===== config.mk =====
export PLATFORM = sky130hd
export DESIGN_NAME = bst_tap
export DESIGN_NICKNAME = d
export VERILOG_FILES = /design/src/rtl/bst_pkg.sv /design/src/rtl/bst_sync.sv /design/src/rtl/bst_tap.sv
export VERILOG_INCLUDE_DIRS = /design/src /design/src/rtl
export SDC_FILE = /design/constraint.sdc
export NUM_CORES = 1
export LEC_CHECK = 0
export BUFFER_PORTS_ARGS = -buffer_cell sky130_fd_sc_hd__buf_2
export CORE_MARGIN = 4
export CORE_UTILIZATION = 54
export CTS_CLUSTER_SIZE = 28
export DETAILED_ROUTE_END_ITERATION = 10
export GPL_TIMING_DRIVEN = 0
export PLACE_DENSITY_LB_ADDON = 0.25
export SYNTH_ARGS = -nofsm -noshare
export SYNTH_HDL_FRONTEND = slang
export SYNTH_HIERARCHICAL = 1
export SYNTH_SLANG_ARGS = --single-unit

===== constraint.sdc =====
create_clock -name clk_sys -period 2.2 [get_ports clk_sys]
set_input_delay 0.66 -clock clk_sys [delete_from_list [all_inputs] [get_ports clk_sys]]
set_output_delay 0.66 -clock clk_sys [all_outputs]
set_load 0.02 [all_outputs]

===== src/rtl/bst_cfg.svh =====
`ifndef BST_CFG_SVH
`define BST_CFG_SVH

// instruction register
`define BST_IR_W          4
`define BST_IR_IDCODE     4'h1
`define BST_IR_BYPASS     4'hf
`define BST_IR_CAPTURE    4'h1

// data register
`define BST_DR_W          32

// pin vector positions after the synchroniser
`define BST_PIN_CLK       0
`define BST_PIN_TMS       1
`define BST_PIN_TDI       2
`define BST_PIN_TRST      3
`define BST_PIN_SCAN_SHIFT_ENABLE    4
`define BST_PIN_SCANSEL   5
`define BST_PIN_DIOEN     6
`define BST_PIN_N         7

`endif


===== src/rtl/bst_pkg.sv =====
package bst_pkg;

    typedef enum logic [15:0] {
        TAP_RESET     = 16'h0001,
        TAP_IDLE      = 16'h0002,
        TAP_SEL_DR    = 16'h0004,
        TAP_CAP_DR    = 16'h0008,
        TAP_SHIFT_DR  = 16'h0010,
        TAP_EXIT1_DR  = 16'h0020,
        TAP_PAUSE_DR  = 16'h0040,
        TAP_EXIT2_DR  = 16'h0080,
        TAP_UPD_DR    = 16'h0100,
        TAP_SEL_IR    = 16'h0200,
        TAP_CAP_IR    = 16'h0400,
        TAP_SHIFT_IR  = 16'h0800,
        TAP_EXIT1_IR  = 16'h1000,
        TAP_PAUSE_IR  = 16'h2000,
        TAP_EXIT2_IR  = 16'h4000,
        TAP_UPD_IR    = 16'h8000
    } bst_tap_state_t;

    // synchronised pin levels and test clock edges
    typedef struct packed {
        logic clkRise;
        logic clkFall;
        logic tms;
        logic tdi;
        logic trstN;
        logic scan_shift_enable;
        logic scanSel;
        logic dioEn;
    } bst_pins_t;

endpackage


===== src/rtl/bst_sync.sv =====
`timescale 1ns/1ps
`include "bst_cfg.svh"

module bst_sync #(
    parameter int W = 7
) (
    input  wire logic         clk_sys,
    input  wire logic         arst_n,
    input  wire logic [W-1:0] pinAsync,
    output logic      [W-1:0] pinLevel,
    output logic      [W-1:0] pinPrev
);

    typedef struct packed {
        logic [W-1:0] s1;
        logic [W-1:0] s2;
        logic [W-1:0] s3;
    } bst_sync_st_t;

    bst_sync_st_t st_q;
    bst_sync_st_t st_d;

    // s1 feeds only s2; s3 is a delayed copy for edge finding
    always_comb begin
        st_d    = st_q;
        st_d.s1 = pinAsync;
        st_d.s2 = st_q.s1;
        st_d.s3 = st_q.s2;
    end

    always_ff @(posedge clk_sys or negedge arst_n) begin
        if (!arst_n) begin
            st_q <= '0;
        end else begin
            st_q <= st_d;
        end
    end

    assign pinLevel = st_q.s2;
    assign pinPrev  = st_q.s3;

endmodule // bst_sync


===== src/rtl/bst_tap.sv =====
// Notes on behaviour
// - mode select sampled at test clock rise steps the standard TAP states.
// - data in captured at test clock rise; controller sets it up earlier.
// - data out shifts out and changes only at test clock fall.
// - scan shift enable low means normal operation; system keeps it low.
// - scan clock select low keeps functional clocks; system keeps it low.
// - test port reset low resets the TAP controller; held low if unused.
// - test reset rising puts the port in device identification mode.
// - io enable low and test reset low put digital pins high impedance.
`timescale 1ns/1ps
`include "bst_cfg.svh"

module bst_tap #(
    parameter logic [`BST_DR_W-1:0] ID_CODE = 32'h0000_0001 // arbitrary
) (
    input  wire logic                   clk_sys,
    input  wire logic                   arst_n,
    input  wire logic                   testClock,
    input  wire logic                   testModeSelect,
    input  wire logic                   testDataIn,
    input  wire logic                   testPortResetN,
    input  wire logic                   scanShiftEnable,
    input  wire logic                   scanClockSelect,
    input  wire logic                   digitalIoEnable,
    output logic                        testDataOut,
    output logic                        testDataOutOen,
    output logic                        digitalIoHiZ,
    output logic                        deviceIdMode,
    output logic                        funcOperate,
    output logic                        funcClocks,
    output bst_pkg::bst_tap_state_t     tapState
);

    ////////////////////////////////////////////////////////////////////////
    // pin synchronisation

    logic [`BST_PIN_N-1:0] pinLevel;
    logic [`BST_PIN_N-1:0] pinPrev;
    bst_pkg::bst_pins_t    pins;

    bst_sync #(
        .W (`BST_PIN_N)
    ) u_sync (
        .clk_sys  (clk_sys),
        .arst_n   (arst_n),
        .pinAsync ({digitalIoEnable, scanClockSelect, scanShiftEnable,
                    testPortResetN, testDataIn, testModeSelect, testClock}),
        .pinLevel (pinLevel),
        .pinPrev  (pinPrev)
    );

    always_comb begin
        pins.clkRise = pinLevel[`BST_PIN_CLK] & ~pinPrev[`BST_PIN_CLK];
        pins.clkFall = ~pinLevel[`BST_PIN_CLK] & pinPrev[`BST_PIN_CLK];
        pins.tms     = pinLevel[`BST_PIN_TMS];
        pins.tdi     = pinLevel[`BST_PIN_TDI];
        pins.trstN   = pinLevel[`BST_PIN_TRST];
        pins.scan_shift_enable  = pinLevel[`BST_PIN_SCAN_SHIFT_ENABLE];
        pins.scanSel = pinLevel[`BST_PIN_SCANSEL];
        pins.dioEn   = pinLevel[`BST_PIN_DIOEN];
    end

    ////////////////////////////////////////////////////////////////////////
    // state

    typedef struct packed {
        bst_pkg::bst_tap_state_t tap;
        logic [`BST_IR_W-1:0]    ir;
        logic [`BST_IR_W-1:0]    irSh;
        logic [`BST_DR_W-1:0]    drSh;
        logic                    tdo;
        logic                    tdoOen;
        logic                    hiz;
        logic                    idMode;
        logic                    operate;
        logic                    clocks;
    } bst_tap_st_t;

    bst_tap_st_t st_q;
    bst_tap_st_t st_d;
    logic        inShift;

    assign inShift = (st_q.tap == bst_pkg::TAP_SHIFT_DR) ||
                     (st_q.tap == bst_pkg::TAP_SHIFT_IR);

    always_comb begin
        st_d = st_q;
        // pins of the system side, sampled every cycle
        st_d.operate = ~pins.scan_shift_enable;
        st_d.clocks  = ~pins.scanSel;
        st_d.hiz     = ~pins.dioEn & ~pins.trstN;
        st_d.idMode  = pins.trstN &&
                       (st_q.ir == `BST_IR_IDCODE);
        if (!pins.trstN) begin
            // reset held at sys clock rate; TAP leaves only on a rise
            st_d.tap    = bst_pkg::TAP_RESET;
            st_d.ir     = `BST_IR_IDCODE;
            st_d.tdoOen = 1'b1;
        end else if (pins.clkRise) begin
            case (st_q.tap)
                bst_pkg::TAP_RESET: begin
                    st_d.tap = pins.tms ? bst_pkg::TAP_RESET
                                        : bst_pkg::TAP_IDLE;
                    st_d.ir  = `BST_IR_IDCODE;
                end
                bst_pkg::TAP_IDLE:
                    st_d.tap = pins.tms ? bst_pkg::TAP_SEL_DR
                                        : bst_pkg::TAP_IDLE;
                bst_pkg::TAP_SEL_DR:
                    st_d.tap = pins.tms ? bst_pkg::TAP_SEL_IR
                                        : bst_pkg::TAP_CAP_DR;
                bst_pkg::TAP_CAP_DR: begin
                    st_d.drSh = (st_q.ir == `BST_IR_IDCODE) ? ID_CODE : '0;
                    st_d.tap  = pins.tms ? bst_pkg::TAP_EXIT1_DR
                                         : bst_pkg::TAP_SHIFT_DR;
                end
                bst_pkg::TAP_SHIFT_DR: begin
                    // anything but the id code acts as a one bit bypass
                    if (st_q.ir == `BST_IR_IDCODE) begin
                        st_d.drSh = {pins.tdi,
                                     st_q.drSh[`BST_DR_W-1:1]};
                    end else begin
                        st_d.drSh[0] = pins.tdi;
                    end
                    st_d.tap = pins.tms ? bst_pkg::TAP_EXIT1_DR
                                        : bst_pkg::TAP_SHIFT_DR;
                end
                bst_pkg::TAP_EXIT1_DR:
                    st_d.tap = pins.tms ? bst_pkg::TAP_UPD_DR
                                        : bst_pkg::TAP_PAUSE_DR;
                bst_pkg::TAP_PAUSE_DR:
                    st_d.tap = pins.tms ? bst_pkg::TAP_EXIT2_DR
                                        : bst_pkg::TAP_PAUSE_DR;
                bst_pkg::TAP_EXIT2_DR:
                    st_d.tap = pins.tms ? bst_pkg::TAP_UPD_DR
                                        : bst_pkg::TAP_SHIFT_DR;
                bst_pkg::TAP_UPD_DR:
                    st_d.tap = pins.tms ? bst_pkg::TAP_SEL_DR
                                        : bst_pkg::TAP_IDLE;
                bst_pkg::TAP_SEL_IR:
                    st_d.tap = pins.tms ? bst_pkg::TAP_RESET
                                        : bst_pkg::TAP_CAP_IR;
                bst_pkg::TAP_CAP_IR: begin
                    st_d.irSh = `BST_IR_CAPTURE;
                    st_d.tap  = pins.tms ? bst_pkg::TAP_EXIT1_IR
                                         : bst_pkg::TAP_SHIFT_IR;
                end
                bst_pkg::TAP_SHIFT_IR: begin
                    st_d.irSh = {pins.tdi,
                                 st_q.irSh[`BST_IR_W-1:1]};
                    st_d.tap  = pins.tms ? bst_pkg::TAP_EXIT1_IR
                                         : bst_pkg::TAP_SHIFT_IR;
                end
                bst_pkg::TAP_EXIT1_IR:
                    st_d.tap = pins.tms ? bst_pkg::TAP_UPD_IR
                                        : bst_pkg::TAP_PAUSE_IR;
                bst_pkg::TAP_PAUSE_IR:
                    st_d.tap = pins.tms ? bst_pkg::TAP_EXIT2_IR
                                        : bst_pkg::TAP_PAUSE_IR;
                bst_pkg::TAP_EXIT2_IR:
                    st_d.tap = pins.tms ? bst_pkg::TAP_UPD_IR
                                        : bst_pkg::TAP_SHIFT_IR;
                bst_pkg::TAP_UPD_IR: begin
                    st_d.ir  = st_q.irSh;
                    st_d.tap = pins.tms ? bst_pkg::TAP_SEL_DR
                                        : bst_pkg::TAP_IDLE;
                end
                default:
                    st_d.tap = bst_pkg::TAP_RESET;
            endcase
        end else if (pins.clkFall) begin
            // output moves on the fall that follows the capture edge
            st_d.tdo    = (st_q.tap == bst_pkg::TAP_SHIFT_IR)
                          ? st_q.irSh[0] : st_q.drSh[0];
            st_d.tdoOen = ~inShift;
        end
    end

    always_ff @(posedge clk_sys or negedge arst_n) begin
        if (!arst_n) begin
            st_q         <= '0;
            st_q.tap     <= bst_pkg::TAP_RESET;
            st_q.ir      <= `BST_IR_IDCODE;
            st_q.tdoOen  <= 1'b1;
            st_q.operate <= 1'b1;
            st_q.clocks  <= 1'b1;
        end else begin
            st_q <= st_d;
        end
    end

    assign testDataOut    = st_q.tdo;
    assign testDataOutOen = st_q.tdoOen;
    assign digitalIoHiZ   = st_q.hiz;
    assign deviceIdMode   = st_q.idMode;
    assign funcOperate    = st_q.operate;
    assign funcClocks     = st_q.clocks;
    assign tapState       = st_q.tap;

    ////////////////////////////////////////////////////////////////////////
    // checks

    a_tap_step: assert property (
        @(posedge clk_sys) disable iff (!arst_n)
        pins.trstN && pins.clkRise && st_q.tap == bst_pkg::TAP_RESET &&
        !pins.tms |=> tapState == bst_pkg::TAP_IDLE)
        else $error("tap did not step to idle");

    a_tdi_capture: assert property (
        @(posedge clk_sys) disable iff (!arst_n)
        pins.trstN && pins.clkRise && st_q.tap == bst_pkg::TAP_SHIFT_IR
        |=> st_q.irSh[`BST_IR_W-1] == $past(pins.tdi))
        else $error("data in not captured at rise");

    a_tdo_fall: assert property (
        @(posedge clk_sys) disable iff (!arst_n)
        !$stable(testDataOut) |-> $past(pins.clkFall))
        else $error("data out changed off a falling edge");

    a_scan_normal: assert property (
        @(posedge clk_sys) disable iff (!arst_n)
        !pins.scan_shift_enable |=> funcOperate)
        else $error("normal operation not shown");

    a_scan_clock: assert property (
        @(posedge clk_sys) disable iff (!arst_n)
        pins.scanSel |=> !funcClocks)
        else $error("clock select not followed");

    a_trst_reset: assert property (
        @(posedge clk_sys) disable iff (!arst_n)
        !pins.trstN |=> tapState == bst_pkg::TAP_RESET && testDataOutOen)
        else $error("test reset did not reset tap");

    // the ir is forced to the id code while reset is low
    a_trst_idmode: assert property (
        @(posedge clk_sys) disable iff (!arst_n)
        $rose(pins.trstN) |=> deviceIdMode)
        else $error("id mode not entered");

    a_io_hiz: assert property (
        @(posedge clk_sys) disable iff (!arst_n)
        !pins.dioEn && !pins.trstN |=> digitalIoHiZ)
        else $error("digital pins not high impedance");

    a_io_normal: assert property (
        @(posedge clk_sys) disable iff (!arst_n)
        pins.dioEn || pins.trstN |=> !digitalIoHiZ)
        else $error("digital pins left high impedance");

    a_tdo_oen: assert property (
        @(posedge clk_sys) disable iff (!arst_n)
        pins.clkFall && pins.trstN |=> testDataOutOen == !$past(inShift))
        else $error("data out enable wrong after fall");

endmodule // bst_tap


==> flow_summary_export.csv, run 1 <==
group,metric,value,unit
floorplan,coreArea,6490,um2
floorplan,start_util,57.2,%
clock_network,clk_pin_slew,0.09,ns
global_route,grt-ovfl-total,0,
clock_network,cts_root_buffer,"clkbuf_8",
routing,ant_nets,0,
timing,setup_viol,31,
placed_design,hpwl,4.85,mm
synthesis,synth_cells,359,
clock_network,clock_latency,0.35,ns
routing,drcViolationCount,0,
timing,tightest_slew,0.939,ns
timing,finalWorstSetupSlack,-0.0862,ns
floorplan,row_count,29,
run_status,violations,"negative setup slack",
clock_network,cts_num_sinks,77,
power,leakage,2.02,nW
floorplan,ios,31,
global_route,grt_pass1_vias,2748,
synthesis,syn_avg_cell_area,10.3,um2
power,ir_drop,431,uV
synthesis,syn_nets,368,
power,cellPowerDensity,601,nW/um2
timing,period_share,104,%
power,p_total,2.70,mW
synthesis,syn-cell-area,3710,um2
routing,totalWireLength,7.71,mm
floorplan,die-area,8270,um2
routing,drt_iter0_drc,214,
finish,area_growth,20.7,%
finish,drive_gt1_share,39.3,%
worst_setup_path,cp-end-kind,"flip-flop",
global_route,grt_pass1_wl,13.0,mm
worst_setup_path,r2r-end,"st_q[8]",
routing,vias,2819,
worst_setup_path,cp-start-kind,"flip-flop",
timing,post-route-min-period,2.29,ns
timing,final_hold_viol_count,0,
timing,fin_skew,0.00711,ns
worst_setup_path,critPathArrivalTime,2.52,ns
worst_setup_path,cp_max_fo,8,
worst_setup_path,r2r_slack,-0.09,ns
power,p_clk_share,41.0,%
clock_network,cts_buffer_depth,2,
clock_network,cts_buffers,9,
placed_design,portBuffers,30,
routing,dr.pass1.iters,5,
global_route,antenna_found_initial,0,
hold_path,hold_class,"input pin to asynchronous set/reset pin",
finish,fin_cells,492,
timing,max_freq,0.437,GHz
finish,diodes,0,
worst_setup_path,reg2regPathDepth,8,
run_status,outcome,"finished, violations left",
clock_network,hold_buffers,0,
routing,wl_per_cell,15.7,um
power,internal_power,2.03,mW
worst_setup_path,required,2.43,ns
global_route,grt_use_total,19.3,%
timing,grt_setup_unrepaired,"yes",
floorplan,die_w,90.9,um
power,power.share.combinational,5.3,%
routing,vias_per_cell,5.73,
power,swShare,24.7,%
clock_network,cts_tree,"built",
placed_design,dp_cells,467,
worst_setup_path,regToRegStartpoint,"tapState[12]",
floorplan,die_height,90.9,um
global_route,grt_max_degree,53,
finish,nets,419,
synthesis,yosysWarnings,6,
power,p_sw,0.665,mW
clock_network,cts_htree_levels,3,
placed_design,gp_congestion,0.902,
run,drv_cap,0,
finish,final_util,69.0,%
power,seqPwrFrac,53.8,%
worst_setup_path,crit_type,"flip-flop to flip-flop",
timing,timing.max_slew.rel_slack,36.9,%
timing,maxSlewViolCount,0,
## metrics by stage
| stage | setup WS (ns) | area, um2 | TNS, ns | hold WS [ns] |
|---|---|---|---|---|
| final | -0.0862 | 4480 | -2.09 | 0.209 |
| after global routing | -0.175 | 4480 | -4.25 | 0.236 |
| after global placement | -0.347 | 3960 | -14.04 | 0.332 |
| after CTS | -0.0111 | 4290 | -0.0324 | 0.218 |
| after floorplan | 0.0184 | 3710 | 0 | 0.331 |
| after detailed placement | -0.348 | 3990 | -11.66 | 0.336 |
## layout make-up
cell class	count	area, um2
fill	482	2010
sequential	77	1930
multi-input combinational	230	1600
timing repair buffer	46	318
buffer	41	313
clock buffer	9	124
tap	77	96.3
clock inverter	7	81.3
inverter	5	18.8
## worst max-delay path: stages, from the launching register on
cell and delay (ns):
dfrtp_1 0.40, buf_6 0.15, or4_4 0.54, nor4b_4 0.31, buf_4 0.20, o2111ai_4 0.20
buf_6 0.23, nand2_1 0.06, o21ai_1 0.06
## metal layers
metal	up-vias	GRT usage, %	wire [um]
met5	-	0	0
met2	91	29.8	3820
met4	0	10.8	215
met3	21	3.67	392
li1	1342	-	-
met1	1365	25.6	3280
## worst max path at each step
stage / to / cells past startpoint / slack [ns] / from
detailed placement: st_q[7] / 6 / -0.35 / tapState[8]
CTS: st_q[24] / 7 / -0.01 / tapState[7]
global placement: st_q[7] / 6 / -0.35 / tapState[8]
global route: st_q[8] / 8 / -0.18 / tapState[12]
floorplan: st_q[7] / 7 / 0.02 / tapState[12]
finish: st_q[8] / 8 / -0.09 / tapState[12]
## layout by cell type (no fill, tap or decap), drive strengths merged, types with 6 or more instances in the layout
master / instances
a32o: 8
nand3: 6
dfrtp: 72
o21ai: 44
inv: 8
clkbuf: 18
nor4: 6
nand2: 79
a22o: 7
nor2: 16
buf: 78
## power by group through the flow
| stage | logic, mW | registers [mW] | clock network (mW) |
|---|---|---|---|
| 6_report | 0.142 | 1.45 | 1.11 |
| 5_1_grt | 0.157 | 1.45 | 1.19 |
| 4_1_cts | 0.138 | 1.45 | 1.13 |
| 3_5_place_dp | 0.131 | 1.48 | 0 |
| 3_3_place_gp | 0.123 | 1.48 | 0 |
| 2_1_floorplan | 0.0614 | 1.48 | 0 |
## registers in the layout (all words and copies together) (netlist names)
| register | cells |
|---|---|
| testDataOut | 1 |
| st_q | 40 |
| u_sync/st_d | 7 |
| funcOperate | 1 |
| u_sync/pinLevel | 7 |
| tapState | 16 |
| testDataOutOen | 1 |
| digitalIoHiZ | 1 |
| deviceIdMode | 1 |
| u_sync/pinPrev | 1 |
| funcClocks | 1 |
## repair_timing
action | in CTS | in global routing
endpoints found under the setup margin | 44 | 43
buffers inserted | 4 | 8
resized for setup | 13 | 30
gates cloned | 0 | 4
pin swaps | 4 | 20
(Power assumes the default switching activity.)
==> run 2: changes to the inputs <==
--- a/config.mk
+++ b/config.mk
@@ -6,13 +6,14 @@
 export SDC_FILE = /design/constraint.sdc
 export NUM_CORES = 1
 export LEC_CHECK = 0
-export BUFFER_PORTS_ARGS = -buffer_cell sky130_fd_sc_hd__buf_2
 export CORE_MARGIN = 4
-export CORE_UTILIZATION = 54
+export CORE_UTILIZATION = 57
 export CTS_CLUSTER_SIZE = 28
 export DETAILED_ROUTE_END_ITERATION = 10
+export DONT_BUFFER_PORTS = 1
 export GPL_TIMING_DRIVEN = 0
 export PLACE_DENSITY_LB_ADDON = 0.25
+export RECOVER_POWER = 50
 export SYNTH_ARGS = -nofsm -noshare
 export SYNTH_HDL_FRONTEND = slang
 export SYNTH_HIERARCHICAL = 1
==> run 2 against run 1 <==
The run ends with negative hold slack left. Sequential power is essentially flat. Clock skew rose by 0.0062 ns. Clock power up 4%. Wire length rose by 4.9%. Design area fell by 0.70%. Clock-buffer cell count unchanged. First-iteration DRC count decreased by 15%. Hold slack worse by 0.22 ns. Global-route usage grew 0.52 points. Critical path type unchanged. Highest routed layer unchanged.
==> flow_summary_export.csv, run 2 (synthesized netlist as in run 1, its figures left out) <==
group,metric,value,unit
worst_setup_path,crit_type,"flip-flop to flip-flop",
global_route,grt_pass1_vias,2513,
global_route,grt_max_degree,78,
timing,grt_setup_unrepaired,"yes",
worst_setup_path,reg2regPathDepth,9,
floorplan,die-area,7870,um2
run_status,violations,"negative hold slack",
power,cellPowerDensity,609,nW/um2
routing,dr.pass1.iters,4,
finish,final_util,70.1,%
placed_design,hpwl,4.57,mm
finish,largest_register_ff_count,40,
timing,fin_tns_setup,0,ns
timing,whs,-0.0129,ns
floorplan,ios,31,
routing,drcViolationCount,0,
floorplan,coreArea,6350,um2
finish,diodes,0,
timing,fin_skew,0.0133,ns
clock_network,cts_num_sinks,77,
clock_network,clk_pin_slew,0.09,ns
finish,final_cell_mix,"nand2_1, dfrtp_1, buf_4",
run_status,outcome,"finished, violations left",
run,drv_cap,0,
clock_network,cts_htree_levels,3,
routing,totalWireLength,8.09,mm
routing,ant_nets,0,
power,ir_drop,461,uV
finish,seq_area,1940,um2
timing,max_freq,0.462,GHz
timing,period_share,98.5,%
power,leakage,1.95,nW
finish,area_growth,19.9,%
worst_setup_path,cp-start-kind,"flip-flop",
clock_network,cts_tree,"built",
timing,tightest_slew,0.712,ns
clock_network,cts_root_buffer,"clkbuf_8",
finish,nets,404,
worst_setup_path,critPathArrivalTime,2.41,ns
routing,vias,2867,
placed_design,dp_slack,-0.303,ns
finish,regMostFlops,"st_q",
routing,drt_iter0_drc,182,
global_route,grt_pass1_wl,11.9,mm
worst_setup_path,cp_max_fo,6,
placed_design,portBuffers,0,
floorplan,die_height,88.7,um
floorplan,die_w,88.7,um
global_route,antenna_found_initial,0,
floorplan,row_count,29,
finish,nFillCells,459,
placed_design,gp_congestion,0.878,
worst_setup_path,cp-end-kind,"flip-flop",
finish,final_common_cell,"nand2_1",
finish,fin_cells,477,
clock_network,cts_buffer_depth,2,
finish,multi_input_area,1600,um2
hold_path,hold_class,"input pin to asynchronous set/reset pin",
clock_network,clock_latency,0.36,ns
timing,setup_viol,0,
timing,maxSlewViolCount,0,
timing,timing.max_slew.rel_slack,52.2,%
routing,vias_per_cell,6.01,
timing,finalWorstSetupSlack,0.0337,ns
timing,final_hold_viol_count,22,
routing,wl_per_cell,17.0,um
timing,post-route-min-period,2.17,ns
global_route,grt_use_total,19.8,%
global_route,grt-ovfl-total,0,
placed_design,dp_cells,436,
floorplan,start_util,58.5,%
worst_setup_path,required,2.44,ns
clock_network,cts_buffers,9,
finish,drive_gt1_share,35.3,%
[run 2: final timing paths]
path | start | endpoint | slack, ns
setup / recovery | tapState[12] | st_q[27] | 0.03
max in group asynchronous | arst_n | funcOperate | 2.02
min in group clk_sys | testDataIn | u_sync/st_d[9] | 0.33
setup reg to reg | tapState[12] | st_q[27] | 0.03
hold / removal | arst_n | st_q[43] | -0.01
hold reg to reg | u_sync/st_d[7] | u_sync/pinLevel[0] | 0.35
[run 2: cell type report]
class	instances	area share, %
tap	77	2.16
inverter	5	0.422
multi-input combinational	231	35.9
clock inverter	7	1.97
sequential	77	43.6
buffer	42	7.20
clock buffer	9	2.78
timing repair buffer	29	5.96
[run 2: what timing repair did]
item                                   in CTS  in global routing
gates cloned                                0                  7
endpoints found under the hold margin      72                 72
pin swaps                                   3                 10
setup endpoints to repair                  44                 43
buffers inserted                            2                 22
gates resized for setup                    14                 23
[run 2: worst max-delay path, stage by stage, from the launching register on]
cell       delay [ns]
dfrtp_1          0.40
buf_6            0.14
or4_4            0.53
nor4b_4          0.27
buf_6            0.18
buf_12           0.11
o2111ai_4        0.11
buf_6            0.18
nand2_1          0.07
o21ai_2          0.05
[run 2: metrics by stage]
| step | power (mW) | instance area (um2) | hold slack [ns] |
|---|---|---|---|
| 6_report | 2.71 | 4450 | -0.0129 |
| 5_1_grt | 2.81 | 4450 | -0.0375 |
| 4_1_cts | 2.72 | 4110 | -0.0315 |
| 3_5_place_dp | 1.56 | 3810 | 0.336 |
| 3_3_place_gp | 1.56 | 3810 | 0.332 |
| 2_1_floorplan | 1.54 | 3710 | 0.331 |
[run 2: power by group]
group	internal, mW	switching (mW)	leakage [nW]
combinational	0.0480	0.0558	0.832
sequential	1.44	0.0183	1.01
clock	0.554	0.597	0.109
total	2.04	0.671	1.95
[run 2: per-layer routing]
layer,wire length [um],vias to the layer above,global-route usage (%)
met5,0,-,0
met4,146,0,7.01
met3,520,19,5.12
met2,4060,125,31.6
met1,3360,1410,26.1
li1,-,1313,-
